$ cat src/mmdf_pkg.sv
// Summary of operation
// - contact-input registers read 0 when input off, 1 when on.
// - identifier register returns a fixed read-only product code.
// - firmware version is three registers, two hex digits each.
// - health bit 16 battery over two years; bit 15 default configuration.
// - health bit 14 site-monitor alarm; bit 13 external status input.
// - health bits 12 to 9 show threshold alarms 1 to 4.
// - health bits 3..1 show phase C, B, A voltage; 8..4 reserved.
// - transformer ratios read as ratio times one thousand, 32-bit long.
// - power unit registers return exponent 0, 3, 6 or 9.
// - volt and amp unit registers return exponent 0, 3 or 6.
// - connection type reads 30 for delta, 40 for wye.
// - demand method bit 0 sliding, bit 1 external sync, rest zero.
// - demand interval and subinterval report length in minutes.
// - display list counts at most fifty; profile channels at most twelve.
// - single-register integers are signed 16-bit two's complement.
// - long spans two registers, high word first, low word second.
// - timestamp spans three registers of month/day, year/hour, min/sec.
// - decimal triple is three 0-9999 groups, least significant first.
// - each display item has a format-type field naming its encoding.
// - log record is timestamp then 1-12 channels of count, weight, exp.
// - registers are served to the master through read function 03.
`default_nettype none
package mmdf_pkg;
   // register numbers as printed
   localparam logic [15:0] ADDR_CONTACT_ONE   = 16'h0578;
   localparam logic [15:0] ADDR_CONTACT_TWO   = 16'h0579;
   localparam logic [15:0] ADDR_METER_IDENTIFIER      = 16'h06A4;
   localparam logic [15:0] ADDR_FW_VERSION    = 16'h06A9;
   localparam logic [15:0] ADDR_HEALTH        = 16'h06AD;
   localparam logic [15:0] ADDR_VOLT_XFMR     = 16'h06AE;
   localparam logic [15:0] ADDR_AMP_XFMR      = 16'h06B0;
   localparam logic [15:0] ADDR_REAL_UNIT     = 16'h06B2;
   localparam logic [15:0] ADDR_REACT_UNIT    = 16'h06B3;
   localparam logic [15:0] ADDR_VOLT_UNIT     = 16'h06B4;
   localparam logic [15:0] ADDR_AMP_UNIT      = 16'h06B5;
   localparam logic [15:0] ADDR_VOLT2_UNIT    = 16'h06B6;
   localparam logic [15:0] ADDR_AMP2_UNIT     = 16'h06B7;
   localparam logic [15:0] ADDR_WIRING        = 16'h06B8;
   localparam logic [15:0] ADDR_DEMAND_METHOD = 16'h06B9;
   localparam logic [15:0] ADDR_DEMAND_INT    = 16'h06BA;
   localparam logic [15:0] ADDR_DEMAND_SUB    = 16'h06BB;
   localparam logic [15:0] ADDR_NORMAL_CNT    = 16'h06BC;
   localparam logic [15:0] ADDR_ALT_CNT       = 16'h06BD;
   localparam logic [15:0] ADDR_INTERNAL_CNT  = 16'h06BE;
   localparam logic [15:0] ADDR_PROFILE_CNT   = 16'h06BF;
   // function code and exception codes
   localparam logic [7:0]  FUNC_READ_HOLDING  = 8'h03;
   localparam logic [7:0]  EXC_ILLEGAL_FUNC   = 8'h01;
   localparam logic [7:0]  EXC_ILLEGAL_ADDR   = 8'h02;
   localparam logic [7:0]  EXC_ILLEGAL_VALUE  = 8'h03;
   localparam logic [7:0]  MAX_READ_COUNT     = 8'h7D;
   // health bit positions (bit n counted from 1 is index n-1)
   localparam int HB_BATTERY   = 15;
   localparam int HB_CFG_ERR   = 14;
   localparam int HB_SITE_MON  = 13;
   localparam int HB_EXT_IN    = 12;
   localparam int HB_THRESH_LO = 8;
   localparam int HB_PHASE_LO  = 0;
   // battery warning: two years of cumulative seconds
   localparam logic [31:0] BATTERY_LIMIT_S    = 32'h03C2_6700;
   localparam real         CLK_MHZ            = 125.0;
   localparam int          TICKS_PER_SEC      = int'(CLK_MHZ * 1.0e6);
   localparam logic [31:0] RATIO_SCALE        = 32'h0000_03E8;
   // legal codes
   localparam logic [15:0] EXP_BASE  = 16'h0000;
   localparam logic [15:0] EXP_KILO  = 16'h0003;
   localparam logic [15:0] EXP_MEGA  = 16'h0006;
   localparam logic [15:0] EXP_GIGA  = 16'h0009;
   localparam logic [15:0] WIRE_DELTA = 16'h001E;
   localparam logic [15:0] WIRE_WYE   = 16'h0028;
   localparam logic [15:0] MAX_DISPLAY = 16'h0032;
   localparam logic [15:0] MAX_CHANNELS = 16'h000C;
   localparam logic [15:0] DEC_GROUP_MAX = 16'h270F;
   localparam int DM_SLIDING = 0;
   localparam int DM_EXT_SYNC = 1;
   // display format types
   typedef enum logic [1:0] {
      MMDF_FMT_SCALED_LONG   = 2'b00,
      MMDF_FMT_SCALED_TRIPLE = 2'b01,
      MMDF_FMT_PLAIN_LONG    = 2'b10,
      MMDF_FMT_TIME          = 2'b11
   } mmdf_fmt_t;
   // timestamp as three words, upper byte first in each
   typedef struct packed {
      logic [7:0] month, day;
      logic [7:0] year, hour;
      logic [7:0] minute, second;
   } mmdf_time_t;
   // twelve digits as three 0..9999 groups; element 0 is sent first
   typedef logic [2:0][15:0] mmdf_decimal_triple_t;
   // log channel: count times weight times ten to the exponent
   typedef struct packed {
      logic [15:0] pulseCount;
      logic [15:0] pulseWeight;
      logic [15:0] tenPower;
   } mmdf_interval_log_chan_t;
   // configuration from the meter core
   typedef struct packed {
      logic [47:0] fwVersion;
      logic [31:0] voltXfmrRatio;
      logic [31:0] ampXfmrRatio;
      logic [15:0] realUnit;
      logic [15:0] reactUnit;
      logic [15:0] voltUnit;
      logic [15:0] ampUnit;
      logic [15:0] volt2Unit;
      logic [15:0] amp2Unit;
      logic        wyeService;
      logic        slidingWindow;
      logic        externalSync;
      logic [15:0] demandMinutes;
      logic [15:0] subMinutes;
      logic [15:0] normalCount;
      logic [15:0] altCount;
      logic [15:0] internalCount;
      logic [15:0] channelCount;
      logic        configError;
   } mmdf_cfg_t;
   // live status from the meter core
   typedef struct packed {
      logic [1:0] contactIn;
      logic       siteAlarm;
      logic       extStatus;
      logic [3:0] thresholdAlarm;
      logic [2:0] phaseActive;
      logic       onBattery;
   } mmdf_stat_t;
   // read request and answer
   typedef struct packed {
      logic [7:0]  func;
      logic [15:0] start;
      logic [7:0]  count;
   } mmdf_req_t;
   typedef struct packed {
      logic        exception;
      logic [7:0]  code;
      logic [15:0] data;
      logic        last;
   } mmdf_rsp_t;
endpackage : mmdf_pkg
`default_nettype wire

$ cat src/mmdf_reg_bank.sv
`default_nettype none
module mmdf_reg_bank #(
   parameter logic [15:0] METER_IDENTIFIER_CODE = 16'h1234, // arbitrary value
   parameter logic [31:0] BATTERY_LIMIT = mmdf_pkg::BATTERY_LIMIT_S,
   parameter int          SEC_TICKS     = mmdf_pkg::TICKS_PER_SEC
) (
   input  wire logic               clk,       // 125 MHz system clock
   input  wire logic               sys_rst,   // async reset, active high
   input  wire mmdf_pkg::mmdf_cfg_t cfgIn,    // configured meter settings
   input  wire mmdf_pkg::mmdf_stat_t statIn,  // live status levels
   input  wire logic               cfgUpdate, // pulse outside MMDF_SEND: take a new snapshot
   input  wire logic               reqValid,  // read request present
   output logic                    reqReady,  // request accepted
   input  wire mmdf_pkg::mmdf_req_t reqIn,    // function, start, count
   output logic                    rspValid,  // answer word present
   input  wire logic               rspReady,  // master takes answer word
   output mmdf_pkg::mmdf_rsp_t     rspOut     // answer word or exception
);
   typedef enum logic [1:0] {
      MMDF_IDLE = 2'b00,
      MMDF_SEND = 2'b01,
      MMDF_EXC  = 2'b10
   } mmdf_state_t;

   mmdf_state_t          state_reg;
   mmdf_pkg::mmdf_cfg_t  snap_reg;
   mmdf_pkg::mmdf_stat_t live_reg;
   logic [15:0]          addr_reg;
   logic [7:0]           left_reg;
   logic [7:0]           code_reg;
   logic [31:0]          tick_reg;
   logic [31:0]          battSec_reg;
   logic                 battWarn_reg;
   logic [15:0]          health;
   logic [15:0]          word;
   logic                 hit;
   logic                 rangeOk;
   logic [16:0]          lastAddr;
   logic [31:0]          voltScaled;
   logic [31:0]          ampScaled;

   // a ratio times one thousand as a long value
   function automatic logic [31:0] scaleRatio(input logic [31:0] r);
      logic [63:0] p;
      p = 64'(r) * 64'(mmdf_pkg::RATIO_SCALE);
      return p[31:0];
   endfunction : scaleRatio

   // keep exponent to allowed codes; unknown reads as base units
   function automatic logic [15:0] clipExp(input logic [15:0] e,
                                           input logic allowGiga);
      logic ok;
      ok = (e == mmdf_pkg::EXP_BASE) || (e == mmdf_pkg::EXP_KILO) ||
           (e == mmdf_pkg::EXP_MEGA) || (allowGiga && e == mmdf_pkg::EXP_GIGA);
      return ok ? e : mmdf_pkg::EXP_BASE;
   endfunction : clipExp

   function automatic logic [15:0] clipMax(input logic [15:0] v,
                                           input logic [15:0] m);
      return (v > m) ? m : v;
   endfunction : clipMax

   // ratios scaled once, then split into high and low words
   assign voltScaled = scaleRatio(snap_reg.voltXfmrRatio);
   assign ampScaled  = scaleRatio(snap_reg.ampXfmrRatio);

   // coherent snapshot so a long never mixes two update instants
   always_ff @(posedge clk or posedge sys_rst) begin
      if (sys_rst) begin
         snap_reg <= '0;
      end else if (cfgUpdate && state_reg != MMDF_SEND) begin
         snap_reg <= cfgIn;
      end
   end

   // live levels registered once per cycle
   always_ff @(posedge clk or posedge sys_rst) begin
      if (sys_rst) begin
         live_reg <= '0;
      end else begin
         live_reg <= statIn;
      end
   end

   // cumulative seconds spent on battery
   always_ff @(posedge clk or posedge sys_rst) begin
      if (sys_rst) begin
         tick_reg    <= 32'h0000_0000;
         battSec_reg <= 32'h0000_0000;
      end else if (live_reg.onBattery) begin
         if (tick_reg == 32'(SEC_TICKS - 1)) begin
            tick_reg <= 32'h0000_0000;
            if (battSec_reg != 32'hFFFF_FFFF) begin
               battSec_reg <= battSec_reg + 32'h0000_0001;
            end
         end else begin
            tick_reg <= tick_reg + 32'h0000_0001;
         end
      end
   end

   // warning sticks once the limit is passed
   always_ff @(posedge clk or posedge sys_rst) begin
      if (sys_rst) begin
         battWarn_reg <= 1'b0;
      end else if (battSec_reg > BATTERY_LIMIT) begin
         battWarn_reg <= 1'b1;
      end
   end

   // health word, reserved bits 8..4 read zero
   always_comb begin
      health = 16'h0000;
      health[mmdf_pkg::HB_BATTERY] = battWarn_reg;
      health[mmdf_pkg::HB_CFG_ERR] = snap_reg.configError;
      health[mmdf_pkg::HB_SITE_MON] = live_reg.siteAlarm;
      health[mmdf_pkg::HB_EXT_IN] = live_reg.extStatus;
      // alarm 1 lands on bit 12, alarm 4 on bit 9
      for (int i = 0; i < 4; i++) begin
         health[mmdf_pkg::HB_THRESH_LO + i] =
            live_reg.thresholdAlarm[3 - i];
      end
      for (int i = 0; i < 3; i++) begin
         health[mmdf_pkg::HB_PHASE_LO + i] = live_reg.phaseActive[i];
      end
   end

   // word mux: unmapped numbers clear hit
   always_comb begin
      word = 16'h0000;
      hit  = 1'b1;
      unique case (addr_reg)
         mmdf_pkg::ADDR_CONTACT_ONE:
            word = {15'h0000, live_reg.contactIn[0]};
         mmdf_pkg::ADDR_CONTACT_TWO:
            word = {15'h0000, live_reg.contactIn[1]};
         mmdf_pkg::ADDR_METER_IDENTIFIER:
            word = METER_IDENTIFIER_CODE;
         mmdf_pkg::ADDR_FW_VERSION:
            word = snap_reg.fwVersion[47:32];
         mmdf_pkg::ADDR_FW_VERSION + 16'h0001:
            word = snap_reg.fwVersion[31:16];
         mmdf_pkg::ADDR_FW_VERSION + 16'h0002:
            word = snap_reg.fwVersion[15:0];
         mmdf_pkg::ADDR_HEALTH:
            word = health;
         // high word first, then low word
         mmdf_pkg::ADDR_VOLT_XFMR:
            word = voltScaled[31:16];
         mmdf_pkg::ADDR_VOLT_XFMR + 16'h0001:
            word = voltScaled[15:0];
         mmdf_pkg::ADDR_AMP_XFMR:
            word = ampScaled[31:16];
         mmdf_pkg::ADDR_AMP_XFMR + 16'h0001:
            word = ampScaled[15:0];
         mmdf_pkg::ADDR_REAL_UNIT:
            word = clipExp(snap_reg.realUnit, 1'b1);
         mmdf_pkg::ADDR_REACT_UNIT:
            word = clipExp(snap_reg.reactUnit, 1'b1);
         mmdf_pkg::ADDR_VOLT_UNIT:
            word = clipExp(snap_reg.voltUnit, 1'b0);
         mmdf_pkg::ADDR_AMP_UNIT:
            word = clipExp(snap_reg.ampUnit, 1'b0);
         mmdf_pkg::ADDR_VOLT2_UNIT:
            word = clipExp(snap_reg.volt2Unit, 1'b0);
         mmdf_pkg::ADDR_AMP2_UNIT:
            word = clipExp(snap_reg.amp2Unit, 1'b0);
         mmdf_pkg::ADDR_WIRING:
            word = snap_reg.wyeService ? mmdf_pkg::WIRE_WYE
                                       : mmdf_pkg::WIRE_DELTA;
         mmdf_pkg::ADDR_DEMAND_METHOD: begin
            word[mmdf_pkg::DM_SLIDING]  = snap_reg.slidingWindow;
            word[mmdf_pkg::DM_EXT_SYNC] = snap_reg.externalSync;
         end
         mmdf_pkg::ADDR_DEMAND_INT:
            word = snap_reg.demandMinutes;
         mmdf_pkg::ADDR_DEMAND_SUB:
            word = snap_reg.subMinutes;
         mmdf_pkg::ADDR_NORMAL_CNT:
            word = clipMax(snap_reg.normalCount,
                           mmdf_pkg::MAX_DISPLAY);
         mmdf_pkg::ADDR_ALT_CNT:
            word = clipMax(snap_reg.altCount, mmdf_pkg::MAX_DISPLAY);
         mmdf_pkg::ADDR_INTERNAL_CNT:
            word = clipMax(snap_reg.internalCount,
                           mmdf_pkg::MAX_DISPLAY);
         mmdf_pkg::ADDR_PROFILE_CNT:
            word = clipMax(snap_reg.channelCount,
                           mmdf_pkg::MAX_CHANNELS);
         default:
            hit = 1'b0;
      endcase
   end

   // whole requested range must sit in mapped words; checked via walk
   assign lastAddr = 17'(reqIn.start) + 17'(reqIn.count) - 17'h00001;
   assign rangeOk  = (reqIn.count != 8'h00) &&
                     (reqIn.count <= mmdf_pkg::MAX_READ_COUNT) &&
                     !lastAddr[16];

   assign reqReady = (state_reg == MMDF_IDLE);

   // request walk; only function 03 is served
   always_ff @(posedge clk or posedge sys_rst) begin
      if (sys_rst) begin
         state_reg <= MMDF_IDLE;
         addr_reg  <= 16'h0000;
         left_reg  <= 8'h00;
         code_reg  <= 8'h00;
      end else begin
         unique case (state_reg)
            MMDF_IDLE: if (reqValid) begin
               addr_reg <= reqIn.start;
               left_reg <= reqIn.count;
               if (reqIn.func != mmdf_pkg::FUNC_READ_HOLDING) begin
                  code_reg  <= mmdf_pkg::EXC_ILLEGAL_FUNC;
                  state_reg <= MMDF_EXC;
               end else if (!rangeOk) begin
                  code_reg  <= mmdf_pkg::EXC_ILLEGAL_VALUE;
                  state_reg <= MMDF_EXC;
               end else begin
                  state_reg <= MMDF_SEND;
               end
            end
            MMDF_SEND: if (rspReady) begin
               addr_reg <= addr_reg + 16'h0001;
               left_reg <= left_reg - 8'h01;
               // an unmapped word is answered by the exception itself
               if (!hit || left_reg == 8'h01) begin
                  state_reg <= MMDF_IDLE;
               end
            end
            MMDF_EXC: if (rspReady) begin
               state_reg <= MMDF_IDLE;
            end
            default: state_reg <= MMDF_IDLE;
         endcase
      end
   end

   // answer: words while sending; an unmapped word is answered at once by
   // the exception, so no answer ever comes later than one cycle
   assign rspValid = (state_reg == MMDF_EXC) || (state_reg == MMDF_SEND);
   assign rspOut.exception = (state_reg == MMDF_EXC) ||
                             (state_reg == MMDF_SEND && !hit);
   assign rspOut.code      = (state_reg == MMDF_EXC) ? code_reg :
                             !hit ? mmdf_pkg::EXC_ILLEGAL_ADDR :
                             mmdf_pkg::FUNC_READ_HOLDING;
   assign rspOut.data      = (state_reg == MMDF_SEND) ? word : 16'h0000;
   assign rspOut.last      = (state_reg == MMDF_EXC) || !hit ||
                             (left_reg == 8'h01);
endmodule : mmdf_reg_bank
`default_nettype wire

$ cat config.mk
export PLATFORM = sky130hd
export DESIGN_NAME = mmdf_reg_bank
export DESIGN_NICKNAME = d
export VERILOG_FILES = /design/src/mmdf_pkg.sv /design/src/mmdf_reg_bank.sv
export SDC_FILE = /design/constraint.sdc
export NUM_CORES = 1
export LEC_CHECK = 0
export BUFFER_PORTS_ARGS = -buffer_cell sky130_fd_sc_hd__buf_2
export CORE_MARGIN = 3
export CORE_UTILIZATION = 63
export DETAILED_ROUTE_END_ITERATION = 6
export GPL_ROUTABILITY_DRIVEN = 0
export PLACE_DENSITY = 0.95
export SYNTH_ARGS = -nofsm -noshare
export SYNTH_HDL_FRONTEND = slang
export SYNTH_SLANG_ARGS = --single-unit
export TNS_END_PERCENT = 10
$ cat constraint.sdc
create_clock -name clk -period 25.2 [get_ports clk]
set_clock_uncertainty 0.15 [all_clocks]
set_input_delay 5.04 -clock clk [delete_from_list [all_inputs] [get_ports clk]]
set_output_delay 5.04 -clock clk [all_outputs]
set_load 0.02 [all_outputs]
==> results.py <==
metrics = {
    "outcome": {
        "violations": "design-rule violations",
        "status": "finished, violations left",
    },
    "worst_setup_path": {
        "path_delay_family": "adder cells",
        "worstSetupStartpointType": "flop",
        "critPathCaptureType": "output port",
        "worstSetupPathType": "reg -> out",
        "critPathRequiredTime_ns": 20.01,
        "crit_top_cell": "fa_1",
        "arrival_ns": 6.37,
        "path_cells": "inv_1 -> fa_1 -> fa_1 -> fa_1 -> fa_1 -> inv_1 -> ha_1 -> a2111oi_0 -> nor4_1 -> and2_1 -> a41o_1 -> a41oi_2 -> o21ai_1 -> a31oi_1 -> xnor2_1 -> o22ai_1 -> buf_2",
        "critical_path.slowest_cell": "fa_1",
        "critPathMaxFanout": 6,
        "cp_num_buf_inv": 3,
        "cpPeakStageDelay_ns": 0.54,
    },
    "clock_network": {
        "htreeDepth": 2,
        "clkSinkCount": 407,
        "cts_hold_buf": 0,
        "cts.path.max_buffers": 3,
        "cts_buffers": 42,
        "cts-root-buf": "clkbuf_16",
        "post_cts_resized": 0,
        "post_cts_buffers": 0,
        "clkTransAtPathRegs_ns": 0.06,
        "insertion_delay_ns": 0.60,
        "cts_tree": "done",
    },
    "floorplan": {
        "core.rowCount": 75,
        "num_io_pins": 385,
        "coreArea_mm2": 0.0420,
        "start_util_pct": 63.9,
        "die_w_um": 213,
        "dieArea_mm2": 0.0452,
        "dieHeight_um": 213,
    },
    "logic_synthesis": {
        "synthCells": 2518,
        "synthArstFlopShare_pct": 100,
        "synth_area_leaders": "dfrtp_1 (38%), fa_1 (14%), mux2_2 (10%)",
        "yosysWarnings": 0,
        "synth_top_area_share_pct": 37.9,
        "avgSynthCellArea_um2": 10.7,
        "synthFlopType": "dfrtp_1",
        "ys_ff_latch": 407,
        "ys_seq_area_share_pct": 37.9,
        "synth_commonest_cells": "dfrtp_1 (407), inv_1 (347), mux2_2 (248)",
        "yosysUniqueCellTypes": 97,
        "synth_edf_count": 0,
        "yosysTopAreaCell": "dfrtp_1",
        "yosysMostFrequentCell": "dfrtp_1",
        "synth_area_mm2": 0.0269,
    },
    "cells_and_area": {
        "largest_reg_flops": 301,
        "final_cells": 3456,
        "nets": 3552,
        "utilization_pct": 72.8,
        "finalInstanceArea_mm2": 0.0306,
        "area_growth_pct": 13.9,
        "fillers": 2700,
        "drive_gt1_share_pct": 26.1,
    },
    "power_and_ir_drop": {
        "powerDensity_mw_per_mm2": 115,
        "p_leak_nw": 14.3,
        "peakVddDrop_mv": 0.114,
        "p_total_mw": 3.51,
    },
    "flow_run": {
        "maxCapViolCount": 0,
    },
    "placement": {
        "dp_cells": 3363,
        "place_area_mm2": 0.0292,
        "post-place-ws_ns": 14.48,
        "dp_hpwl_mm": 60.6,
        "numPortBuffers": 372,
    },
    "route": {
        "avgViaCountPerCell": 6.27,
        "wl_mm": 80.2,
        "num_vias": 21700,
        "wl_per_cell_um": 23.2,
        "first_pass_iters": 7,
        "drtAntennaViolNets": 0,
        "initialDrtViolationCount": 2083,
        "drcViolationCount": 3,
    },
    "sta": {
        "final-setup-viol-count": 0,
        "slew_headroom_pct": 11.8,
        "fin_crit_sh_pct": 45.9,
        "fin_ws_ns": 13.64,
        "finalHoldViolations": 0,
        "drv_slew": 0,
        "min_period_ns": 11.56,
        "worst_slew_pin_slew_ns": 1.32,
        "whs_ns": 0.349,
        "fmax_mhz": 86.5,
        "rsz0062_at_grt": "no",
        "setup_tns_ns": 0,
    },
    "worst_hold_path": {
        "worstHoldPathType": "reg -> reg",
    },
    "grt": {
        "grt_pass1_wl_mm": 123,
        "overflow": 0,
        "antenna_found_initial": 20,
        "track_usage_pct": 35.2,
        "grt_max_degree": 127,
        "grt_pass1_vias": 23000,
    },
}
==> area by class of cell <==
class	count	area [µm²]	share of cell area, %
multi-input cells	1683	15000	49.1
flip-flops and latches	407	10200	33.3
repair buffers	387	1970	6.45
inverters	347	1310	4.28
clock buffers	56	1140	3.74
well taps	539	674	2.20
clock inverters	21	258	0.842
diodes	16	40.0	0.131
==> power by group <==
| part | leakage (nW) | switching, mW | internal [mW] |
|---|---|---|---|
| clock | 0.675 | 0.280 | 0.365 |
| combinational | 8.74 | 1.25 | 0.808 |
| sequential | 4.92 | 0.0810 | 0.727 |
==> cells in the final DEF (no fill, tap or decap), drive strengths merged, types with 8 or more instances in the layout <==
master | netlist | layout
dfrtp | 407 | 407
buf | 28 | 387
inv | 347 | 348
mux2 | 248 | 248
fa | 182 | 182
nand2 | 175 | 175
ha | 145 | 145
o21ai | 119 | 119
nor2 | 118 | 118
a21oi | 93 | 93
xnor2 | 85 | 85
nand3 | 74 | 74
clkbuf | 58 | 56
nor4 | 38 | 38
and3 | 31 | 31
xor2 | 30 | 30
nand4 | 29 | 29
nor3 | 23 | 23
a22oi | 20 | 20
diode | 0 | 16
o22ai | 16 | 16
a211oi | 16 | 16
a222oi | 16 | 16
a221oi | 16 | 16
a21o | 12 | 12
nand2b | 12 | 12
and2 | 12 | 12
a31oi | 11 | 11
clkinv | 0 | 11
nor2b | 10 | 10
or2 | 10 | 10
o211ai | 9 | 9
and4 | 8 | 8
o21a | 8 | 8
a2111oi | 8 | 8
==> worst paths after layout <==
path	start	endpoint	slack, ns	depth (start not counted)
max in group asynchronous	sys_rst	snap_reg[160]	17.99	4
hold / removal	battSec_reg[24]	battSec_reg[24]	0.35	1
setup / recovery	snap_reg[233]	rspOut[16]	13.64	17
min in group asynchronous	sys_rst	tick_reg[12]	4.49	2
setup reg to reg	state_reg[1]	snap_reg[266]	20.69	8
hold reg to reg	battSec_reg[24]	battSec_reg[24]	0.35	1
==> metal layers <==
layer	vias to the layer above	part of all wire [%]	routed length, µm	track usage, %
met1	10700	35	28100	40.4
met2	1269	49	39600	59.9
met4	6	6.1	4900	18.9
met5	-	0.054	43	0
met3	375	9.5	7610	10.2
li1	9332	-	-	-
==> kinds of logic (layout without fill, tap and decap cells) <==
logic type	count (synthesis)	in the layout	synth area share, %
xor gates and xnor gates	115	115	3.75
adders and majority gates	327	327	20.3
other	1	22	0.0140
muxes	252	252	10.5
DFF	407	407	37.9
and+or+nand+nor	575	575	11.1
buffers and inverters	433	811	6.30
AOI/OAI and AO/OA	408	408	10.1
==> worst register-to-register path, cell delays in order, from the launching register on <==
cell	delay, ns
dfrtp_1	0.35
inv_1	0.07
ha_2	0.16
buf_4	0.32
nor2b_4	0.18
buf_4	0.76
buf_4	0.89
buf_4	1.01
mux2_2	0.50
Note: power is estimated with default switching activity, not from simulation.
